--- src/pos_cmd_map.svh ---
// Purpose: Scale factors, field codes, reset values and timing counts of the position command source.
// Assumes: A 200 MHz core clock.
// Notes: Definitions only; included by bare name.
`ifndef POS_CMD_MAP_SVH
`define POS_CMD_MAP_SVH

// Digital input function codes for the three select bits and the trigger.
`define SEL_FN_BASE 7'h0B
`define TRIG_FN 7'h08

// One motor revolution in counts.
`define COUNTS_PER_REV 32'h0000_2710

`define POS_RESET 32'h0000_0000
`define POS_MODE_ABS 1'b0

// Smoothing moves one eighth of the remaining error per step.
`define SMOOTH_SHIFT 3

// Percent scaling of the feed-forward term: 41 / 4096 is close to 1 / 100.
`define FF_PCT_MUL 16'h0029
`define FF_PCT_SHIFT 12

// A step every setting x 1.25 ms gives a time constant of about setting x 10 ms.
`define CLK_PERIOD_NS 5
`define SMOOTH_UNIT_NS 1250000
`define SMOOTH_UNIT_CYC (`SMOOTH_UNIT_NS / `CLK_PERIOD_NS)

`endif

--- src/pos_cmd_pkg.sv ---
// Purpose: Types shared by the position command source and its bench.
// Assumes: Eight targets, eight input terminals.
// Notes: Numeric constants live in pos_cmd_map.svh.
package pos_cmd_pkg;

    typedef logic signed [31:0] pos_t;

    typedef enum logic [1:0] {
        PULSE_DIR = 2'b00,
        CW_CCW = 2'b01,
        QUADRATURE = 2'b10
    } pulse_fmt_e;

    // Function code of each digital input terminal.
    typedef logic [7:0][6:0] fn_assign_t;

    typedef struct packed {
        logic [7:0][15:0] target_revs_word;
        logic [7:0][15:0] target_counts_word;
    } target_table_s;

    typedef struct packed {
        logic [15:0] pos_gain_setting;
        logic [7:0] feedforward_setting;
        logic [31:0] pos_err_limit;
    } loop_gain_s;

endpackage : pos_cmd_pkg

--- src/position_command_source.sv ---
// Purpose: Position command front end: pulse-train decode, eight-target indexer, smoothing,
// Purpose: proportional plus feed-forward position loop and following-error fault.
// Assumes: Pins and input terminals are asynchronous; motor_pos and load_excess are on clk.
// Notes: pulse_train_mode high selects pulse-train mode, low selects indexer mode.
// Operation
// Command position is smoothed by a low-pass filter, bypassed when the setting is zero.
// Pulse trains are decoded as pulse plus direction, CW/CCW or quadrature, with polarity.
// Pulse inputs accept up to 200kpps open-collector and 500kpps line-driver rates.
// Eight targets are held in 16 words, one revolution word and one count word each.
// A target is revolutions times 10,000 plus the signed count word.
// The three select bits form a binary code, 000 for target one and 111 for target eight.
// Each select function can sit on any input terminal via function codes 11 to 13.
// A move starts only on an inactive-to-active edge of the trigger input.
// The positioning setting picks absolute targets at 0 and incremental targets at 1.
// In absolute mode the command becomes the target, whatever it was before.
// In incremental mode the target is added to the present command position.
// The loop applies a proportional gain on error plus a feed-forward gain in percent.
// The velocity loop gain should be at least four times the position loop gain.
// A fault is raised on excessive following error or on motor overload.
// The controller holds the select inputs stable for 1ms before the trigger.
// The select code is latched at the trigger edge and held until the next one.
`include "pos_cmd_map.svh"

module position_command_source #(
    parameter int unsigned SMOOTH_UNIT_CYC = `SMOOTH_UNIT_CYC
) (
    input logic clk,
    input logic resetn,
    input logic pin_a,
    input logic pin_b,
    input logic [7:0] di_pins,
    input logic pulse_train_mode,
    input pos_cmd_pkg::pulse_fmt_e pulse_format_select,
    input logic pulse_polarity,
    input logic abs_incr_select,
    input logic [9:0] smooth_filter_setting,
    input pos_cmd_pkg::fn_assign_t input_function_assign,
    input pos_cmd_pkg::target_table_s targets,
    input pos_cmd_pkg::loop_gain_s gains,
    input pos_cmd_pkg::pos_t motor_pos,
    input logic load_excess,
    input logic fault_clear,
    output pos_cmd_pkg::pos_t cmd_pos,
    output pos_cmd_pkg::pos_t smooth_pos,
    output pos_cmd_pkg::pos_t vel_cmd,
    output logic pos_fault,
    output logic [2:0] target_index,
    output logic move_start
);
    import pos_cmd_pkg::*;

    // True when any active terminal carries the given function code.
    function automatic logic fn_active(input fn_assign_t assign_map, input logic [7:0] level,
                                       input logic [6:0] code);
        logic hit;
        hit = 1'b0;
        for (int i = 0; i < 8; i++)
        begin
            hit = hit | (level[i] & (assign_map[i] == code));
        end
        return hit;
    endfunction : fn_active

    // Input synchronisers: a change is taken once the second and third stages agree.
    logic [9:0] s1_q, s2_q, s3_q, stab_q, prev_q;
    logic [9:0] stab_d;

    always_comb
    begin
        stab_d = ((s2_q ~^ s3_q) & s2_q) | ((s2_q ^ s3_q) & stab_q);
    end

    always_ff @(posedge clk or negedge resetn)
    begin
        if (!resetn)
        begin
            s1_q <= 10'h000;
            s2_q <= 10'h000;
            s3_q <= 10'h000;
            stab_q <= 10'h000;
            prev_q <= 10'h000;
        end
        else
        begin
            s1_q <= {di_pins, pin_b, pin_a};
            s2_q <= s1_q;
            s3_q <= s2_q;
            stab_q <= stab_d;
            prev_q <= stab_q;
        end
    end

    // Pulse decode and indexer decode.
    logic a_now, b_now, a_old, b_old, a_rise, b_rise;
    logic [2:0] sel_code;
    logic trig_now, trig_old, trig_edge;
    logic signed [1:0] step;
    pos_t target_pos, rev_sel, cnt_sel;

    always_comb
    begin
        // polarity and edges
        a_now = stab_q[0] ^ pulse_polarity;
        b_now = stab_q[1] ^ pulse_polarity;
        a_old = prev_q[0] ^ pulse_polarity;
        b_old = prev_q[1] ^ pulse_polarity;
        a_rise = a_now & ~a_old;
        b_rise = b_now & ~b_old;
        step = 2'sd0;
        // format decode
        unique case (pulse_format_select)
            PULSE_DIR:
                if (a_rise)
                    step = b_now ? -2'sd1 : 2'sd1;
            CW_CCW:
                if (a_rise != b_rise)
                    step = a_rise ? 2'sd1 : -2'sd1;
            QUADRATURE:
                if ((a_now != a_old) != (b_now != b_old))
                    step = (a_now ^ b_old) ? 2'sd1 : -2'sd1;
            default:
                step = 2'sd0;
        endcase
        // select functions on any terminal
        sel_code[0] = fn_active(input_function_assign, stab_q[9:2], `SEL_FN_BASE);
        sel_code[1] = fn_active(input_function_assign, stab_q[9:2], `SEL_FN_BASE + 7'h01);
        sel_code[2] = fn_active(input_function_assign, stab_q[9:2], `SEL_FN_BASE + 7'h02);
        trig_now = fn_active(input_function_assign, stab_q[9:2], `TRIG_FN);
        trig_old = fn_active(input_function_assign, prev_q[9:2], `TRIG_FN);
        // trigger edge only
        trig_edge = trig_now & ~trig_old & ~pulse_train_mode;
        // target word pair by binary code
        rev_sel = 32'(signed'(targets.target_revs_word[sel_code]));
        cnt_sel = 32'(signed'(targets.target_counts_word[sel_code]));
        target_pos = 32'(rev_sel * signed'(`COUNTS_PER_REV)) + cnt_sel;
    end

    // Command position.
    pos_t cmd_pos_q, cmd_pos_d;
    logic [2:0] target_index_q, target_index_d;
    logic move_start_q, move_start_d;

    always_comb
    begin
        cmd_pos_d = cmd_pos_q;
        target_index_d = target_index_q;
        move_start_d = 1'b0;
        if (pulse_train_mode)
        begin
            // one count per clock is far above 500kpps
            cmd_pos_d = cmd_pos_q + 32'(step);
        end
        else if (trig_edge)
        begin
            // latch selection at trigger
            target_index_d = sel_code;
            move_start_d = 1'b1;
            // absolute or incremental
            if (abs_incr_select == `POS_MODE_ABS)
                cmd_pos_d = target_pos;
            else
                cmd_pos_d = cmd_pos_q + target_pos;
        end
    end

    always_ff @(posedge clk or negedge resetn)
    begin
        if (!resetn)
        begin
            cmd_pos_q <= `POS_RESET;
            target_index_q <= 3'h0;
            move_start_q <= 1'b0;
        end
        else
        begin
            cmd_pos_q <= cmd_pos_d;
            target_index_q <= target_index_d;
            move_start_q <= move_start_d;
        end
    end

    // Smoothing filter: a nudge toward the target is forced when the shifted error is zero,
    // otherwise the output would stall a few counts short.
    pos_t smooth_q, smooth_d, smooth_prev_q;
    logic [31:0] tick_cnt_q, tick_cnt_d, tick_len;
    logic signed [32:0] sm_err, sm_step;

    always_comb
    begin
        tick_len = 32'(smooth_filter_setting) * SMOOTH_UNIT_CYC;
        sm_err = 33'(cmd_pos_q) - 33'(smooth_q);
        sm_step = sm_err >>> `SMOOTH_SHIFT;
        if (sm_step == 33'sd0 && sm_err != 33'sd0)
            sm_step = sm_err[32] ? -33'sd1 : 33'sd1;
        tick_cnt_d = tick_cnt_q + 32'h0000_0001;
        smooth_d = smooth_q;
        // bypass or step
        if (smooth_filter_setting == 10'h000)
        begin
            tick_cnt_d = 32'h0000_0000;
            smooth_d = cmd_pos_q;
        end
        else if (tick_cnt_q >= tick_len - 32'h0000_0001)
        begin
            tick_cnt_d = 32'h0000_0000;
            smooth_d = 32'(33'(smooth_q) + sm_step);
        end
    end

    // Position loop and fault.
    pos_t vel_cmd_q, vel_cmd_d;
    logic pos_fault_q, pos_fault_d;
    logic signed [32:0] loop_err;
    logic [32:0] err_mag;
    logic signed [63:0] p_term, ff_term;

    always_comb
    begin
        loop_err = 33'(smooth_q) - 33'(motor_pos);
        err_mag = loop_err[32] ? 33'(-loop_err) : 33'(loop_err);
        // proportional plus feed-forward
        p_term = 64'(loop_err) * 64'(signed'({1'b0, gains.pos_gain_setting}));
        ff_term = (64'(smooth_q - smooth_prev_q) * 64'(signed'({1'b0, gains.feedforward_setting}))
                   * 64'(signed'({1'b0, `FF_PCT_MUL}))) >>> `FF_PCT_SHIFT;
        vel_cmd_d = 32'(p_term + ff_term);
        // fault set wins over clear
        pos_fault_d = (err_mag > {1'b0, gains.pos_err_limit}) | load_excess
                      | (pos_fault_q & ~fault_clear);
    end

    always_ff @(posedge clk or negedge resetn)
    begin
        if (!resetn)
        begin
            smooth_q <= `POS_RESET;
            smooth_prev_q <= `POS_RESET;
            tick_cnt_q <= 32'h0000_0000;
            vel_cmd_q <= `POS_RESET;
            pos_fault_q <= 1'b0;
        end
        else
        begin
            smooth_q <= smooth_d;
            smooth_prev_q <= smooth_q;
            tick_cnt_q <= tick_cnt_d;
            vel_cmd_q <= vel_cmd_d;
            pos_fault_q <= pos_fault_d;
        end
    end

    assign cmd_pos = cmd_pos_q;
    assign smooth_pos = smooth_q;
    assign vel_cmd = vel_cmd_q;
    assign pos_fault = pos_fault_q;
    assign target_index = target_index_q;
    assign move_start = move_start_q;
endmodule : position_command_source

--- config.mk ---
export PLATFORM = sky130hd
export DESIGN_NAME = position_command_source
export DESIGN_NICKNAME = d
export VERILOG_FILES = /design/src/pos_cmd_pkg.sv /design/src/position_command_source.sv
export VERILOG_INCLUDE_DIRS = /design/src /design/src/src
export SDC_FILE = /design/constraint.sdc
export NUM_CORES = 2
export LEC_CHECK = 0
export ABC_CLOCK_PERIOD_IN_PS = 16300
export BUFFER_PORTS_ARGS = -buffer_cell sky130_fd_sc_hd__buf_4
export CELL_PAD_IN_SITES_DETAIL_PLACEMENT = 1
export CELL_PAD_IN_SITES_GLOBAL_PLACEMENT = 1
export CORE_UTILIZATION = 40
export CTS_CLUSTER_SIZE = 10
export DETAILED_ROUTE_END_ITERATION = 8
export GPL_TIMING_DRIVEN = 0
export PLACE_DENSITY = 0.73
export SYNTH_ARGS = -nofsm -noshare
export SYNTH_HDL_FRONTEND = slang
export SYNTH_SLANG_ARGS = --single-unit
--- constraint.sdc ---
create_clock -name clk -period 16.3 [get_ports clk]
set_input_delay 2.445 -clock clk [delete_from_list [all_inputs] [get_ports clk]]
set_output_delay 2.445 -clock clk [all_outputs]
set_load 0.05 [all_outputs]
* After elaboration in Yosys (flattened, before gate mapping)
Cells that the tools add are included.
Operators by class: magnitude comparators 3, bitwise operators 97, equal/unequal tests 38, muxes and demuxes 23, $add $sub $neg 11, reduce and logical (&&, ||, !) cells 8, multiply operators 5
Operators with widths (count):
- 32-bit two-way mux | 9
- 7-bit by 4-bit == test with 1-bit output, second input constant | 32
- 32-bit by 32-bit subtractor with 33-bit output | 3
- 32-bit adder | 3
- 16-bit binary-select mux with 3-bit select | 2
- 1-bit AND | 45
- 42-bit by 7-bit multiplier with 44-bit output, second input constant | 1
- 33-bit by 9-bit multiplier with 42-bit output | 1
- 1-bit OR | 37
- 33-bit by 32-bit > comparator with 1-bit output | 1
- 33-bit logical NOT | 1
- 33-bit by 17-bit multiplier with 32-bit output | 1
- 33-bit two-way mux | 1
- 33-bit negation | 1
- 33-bit nonzero test | 1
- 31-bit by 16-bit adder with 32-bit output | 1
- 32-bit by 1-bit adder with 32-bit output, second input constant | 1
- 32-bit by 2-bit adder with 32-bit output | 1
- 32-bit >= comparator | 1
- 16-bit two-way mux | 2
- 28-bit by 1-bit subtractor with 29-bit output, second input constant | 1
- 16-bit by 11-bit multiplier with 27-bit output, second input constant | 1
- 10-bit by 14-bit multiplier with 24-bit output, second input constant | 1
- 10-bit AND | 2
- 17 further kinds | 35
Storage, ports and cells: input port bits 429, word-level logic and storage cells 198, bits in registers 215

* Depth between registers and ports, before layout
depth after elaboration 17, gate-level depth with buffers 71

* Least setup slack after synthesis
Ideal clock, no wire load.
path type flip-flop to flip-flop, from register smooth_q[1], in the netlist smooth_pos[1], to register vel_cmd_q[31], in the netlist vel_cmd[31], period minus slack after synthesis 15487 ps, arrival 15363 ps, slack 813 ps, stages on the path, launching flop included 65, cells stage by stage dfrtp_1 -> inv_1 -> fa_1 -> nor2b_1 -> o21ai_0 -> a21boi_0 -> o21ai_0 -> a21boi_0 -> o21ai_0 -> a21boi_0 -> o21a_1 -> o21ai_0 -> a21oi_1 -> nor2_1 -> xnor2_1 -> nand2_1 -> fa_1 -> inv_1 -> [... 29 more ...] -> xnor2_1 -> fa_1 -> fa_1 -> fa_1 -> fa_1 -> fa_1 -> xor2_1 -> xnor2_1 -> xnor2_1 -> xnor2_1 -> xnor2_1 -> xnor2_1 -> xnor2_1 -> xnor2_1 -> xnor2_1 -> xnor3_1 -> xnor3_1 -> xnor2_1
Between the ends: cells in the longest elaborated chain, start to end 4, elaborated cells between the ends (all ways) 6, those cells by class 3 x add/sub; 3 x mul
Ends and longest elaborated chain:
- start: declaration | line position_command_source.sv:184 | pos_t smooth_q, smooth_d, smooth_prev_q;
- start signal: assignment | line position_command_source.sv:235 | smooth_q <= `POS_RESET;
- start signal: assignment | line position_command_source.sv:243 | smooth_q <= smooth_d;
- 32-bit by 32-bit subtractor with 33-bit output | line position_command_source.sv:223 | ff_term = (64'(smooth_q - smooth_prev_q) * 64'(signed'({1'b0, gains.feedforward_setting}))
- 33-bit by 9-bit multiplier with 42-bit output | line position_command_source.sv:223
- 42-bit by 7-bit multiplier with 44-bit output | line position_command_source.sv:223
- 32-bit adder (*) | line position_command_source.sv:225 | vel_cmd_d = 32'(p_term + ff_term);
- net vel_cmd_d[31] | line position_command_source.sv:211 | pos_t vel_cmd_q, vel_cmd_d;
- end signal: assignment | line position_command_source.sv:238 | vel_cmd_q <= `POS_RESET;
- end signal: assignment | line position_command_source.sv:246 | vel_cmd_q <= vel_cmd_d;
- end: declaration | line position_command_source.sv:211
Mark *: on every way through the listed nets, which the timed path passes. The rest lies on a longest branch. A chain may end at the register's enable or synchronous reset.

* Final worst setup path
Ends and elaborated chain as after synthesis.

==> flow_summary.json <==
{
  "wire_per_inst_um": 23.6,
  "fin_skew_ns": 0.0380,
  "cts_tree": "yes",
  "end_kind": "flip-flop",
  "numCtsBuffers": 35,
  "netlist_area_sq_mm": 0.0531,
  "route.detailed.drc": 0,
  "worst_hold_path.endpoint": "s2_q[5]",
  "ys_seq_elements": 215,
  "rows": 133,
  "rr_worst_depth": 66,
  "vias_per_cell": 5.52,
  "cpMaxStageDelayCell": "fa_1",
  "insertion_delay_ns": 0.62,
  "dieHeight_um": 366,
  "setup_viol": 0,
  "port_buffers": 526,
  "dpl.cell_count": 8539,
  "initial_core_util_pct": 40.4,
  "start_kind": "flip-flop",
  "path_max_fanout": 5,
  "clkSinkCount": 215,
  "regToRegStartpoint": "smooth_pos[1]",
  "relSlewSlack_pct": 2.46,
  "synthArstFlopShare_pct": 100,
  "worstMarginPinSlew_ns": 1.45,
  "path_buf_inv": 7,
  "cp_top_family": "adder cells",
  "io_pins": 530,
  "yosys_warnings": 0,
  "hold_violations": 0,
  "final_layout_size_suffix_gt1_share_pct": 13.1,
  "syn_inst": 6254,
  "max_clock_freq_mhz": 63.1,
  "die_w_um": 366,
  "grt_overflow": 0,
  "status": "completed",
  "syn-mean-instance-area_sq_um": 8.49,
  "arrival_ns": 16.35,
  "syn_nets": 8071,
  "hpwl_um": 171000,
  "htreeDepth": 2,
  "drv_slew": 0,
  "layout_min_cycle_time_ns": 15.85,
  "syn2layout_area_growth_pct": 16.4,
  "finalCritPeriodShare_pct": 97.2,
  "grt_first_pass_wirelength_um": 309000,
  "core_sq_mm": 0.132,
  "clk_pin_slew_ns": 0.06,
  "fin_cells": 8661,
  "nFillCells": 15600,
  "min_from": "s1_q[5]",
  "yosysSeqAreaShare_pct": 10.1,
  "path_class": "reg2reg",
  "cp_slowest_stage_delay_ns": 0.56,
  "hold_ws_ns": 0.347,
  "placed_cell_area_sq_mm": 0.0594,
  "maxCapViolations": 0,
  "final_common_cell": "inv_1",
  "hold_path_depth": 0,
  "crit_top_cell": "fa_1",
  "ant_nets": 0,
  "layout_common_cells": "1075 x inv_1, 727 x ha_1, 646 x fa_1, 623 x nand2_1, 578 x buf_4",
  "root_buffer": "clkbuf_16",
  "final_cell_area_sq_mm": 0.0619,
  "grt_max_degree": 107,
  "tns_ns": 0,
  "first_pass_iters": 5,
  "drtIter0Drc": 2521,
  "required_ns": 16.80,
  "rrSetupSlack_ns": 0.45,
  "synth-edff-count": 0,
  "r2r_end": "vel_cmd[31]",
  "synth_ff_type": "dfrtp_1",
  "hp-class": "reg2reg",
  "vias": 47800,
  "grt_pass1_vias": 51900,
  "antenna_found_initial": 13,
  "cts-hold-fix-buffers": 0,
  "cts_buffer_depth": 3,
  "place.gp.congestion": 0.974,
  "drt-total-wl_um": 205000,
  "dieArea_sq_mm": 0.134,
  "ys_types": 86,
  "track_usage_pct": 30.1,
  "fin_nets": 8691
}
## layout make-up
| class | instances | area (sq um) | share of cell area (%) |
|---|---|---|---|
| tap | 1755 | 2200 | 3.55 |
| timing repair buffer | 583 | 4430 | 7.16 |
| multi-input combinational | 4791 | 43900 | 71.0 |
| clock buffer | 47 | 991 | 1.60 |
| sequential | 215 | 5390 | 8.71 |
| clock inverter | 15 | 180 | 0.291 |
| buffer | 169 | 654 | 1.06 |
| antenna | 7 | 17.5 | 0.0283 |
| inverter | 1079 | 4050 | 6.55 |
## synthesized netlist by cell type, drive strengths merged, types with 52 or more instances
library cell	number	area [sq um]
a21oi	252	1260
ha	738	9230
o21a	66	495
nor3	88	457
clkbuf	147	552
a21o	124	931
nand3	78	390
and2	286	1790
nand2	623	2340
dfrtp	215	5380
xor2	134	1180
inv	1076	4040
nor2	328	1230
mux2	67	754
mux2i	88	881
o211ai	60	450
fa	650	13000
nor2b	94	588
xnor2	253	2220
o21bai	52	390
nand2b	54	338
o21ai	276	1380
## cell families (layout without fill, tap and decap cells)
| family | count (synthesis) | in the layout | share of synthesized area, % |
|---|---|---|---|
| simple gates | 1770 | 1770 | 16.3 |
| fa+ha+maj | 1388 | 1388 | 41.9 |
| buf+inv | 1248 | 1893 | 8.82 |
| compound gates | 1086 | 1086 | 13.2 |
| xor+xnor | 392 | 392 | 6.61 |
| flops | 215 | 215 | 10.1 |
| mux | 155 | 155 | 3.08 |
| other cells | 0 | 7 | 0 |
## metrics by stage
| stage | utilization (%) | setup slack (ns) |
|---|---|---|
| 6_report | 47.0 | 0.450 |
| 2_1_floorplan | - | 0.813 |
| 5_1_grt | 47.0 | -0.115 |
| 4_1_cts | 46.5 | 0.0225 |
| 3_5_place_dp | 45.1 | -2.39 |
| 3_3_place_gp | 45.0 | -2.12 |
## registers in the layout, indices dropped and copies added (netlist names)
name           flops
smooth_pos        32
smooth_prev_q     32
pos_fault          1
tick_cnt_q        32
s1_q              10
stab_q            10
s3_q              10
s2_q              10
vel_cmd           32
cmd_pos           32
target_index       3
prev_q            10
move_start         1
## how the worst max path moves through the flow
| stage | cells after the start | end | start | slack [ns] |
|---|---|---|---|---|
| final | 66 | vel_cmd[31] | smooth_pos[1] | 0.45 |
| after global routing | 66 | vel_cmd[31] | smooth_pos[1] | -0.11 |
| after CTS | 65 | vel_cmd[31] | smooth_pos[0] | 0.02 |
| after detailed placement | 65 | vel_cmd[31] | smooth_pos[1] | -2.39 |
| after global placement | 60 | vel_cmd[31] | smooth_pos[1] | -2.12 |
| after floorplan | 64 | vel_cmd[31] | smooth_pos[1] | 0.81 |
## what timing repair did
| action | CTS | global route |
|---|---|---|
| pin swaps | 22 | 55 |
| endpoints found under the setup margin | 17 | 9 |
| hold endpoints to repair | 0 | 0 |
| buffers inserted | 24 | 29 |
| resized for setup | 95 | 112 |
## worst reg2reg max path: cells and delay by family, from the launching register on
family | cells | cell delay [ns]
AND/OR/NAND/NOR | 6 | 0.94
flip-flops | 1 | 0.51
buffers and inverters | 7 | 0.64
AO/OA/AOI/OAI | 23 | 4.25
XOR/XNOR | 15 | 3.10
adder cells (fa/ha/maj) | 15 | 6.26
## layer usage
layer / vias up / track usage [%] / wire length [um]
met5: - / 0 / 38
met4: 6 / 14.5 / 11400
met3: 375 / 5.43 / 13300
met2: 1428 / 51.2 / 98000
met1: 24300 / 36.5 / 82000
li1: 21700 / - / -
Power is not shown: default switching activity piles up to over one toggle a cycle in this logic, so the estimate is an artifact.
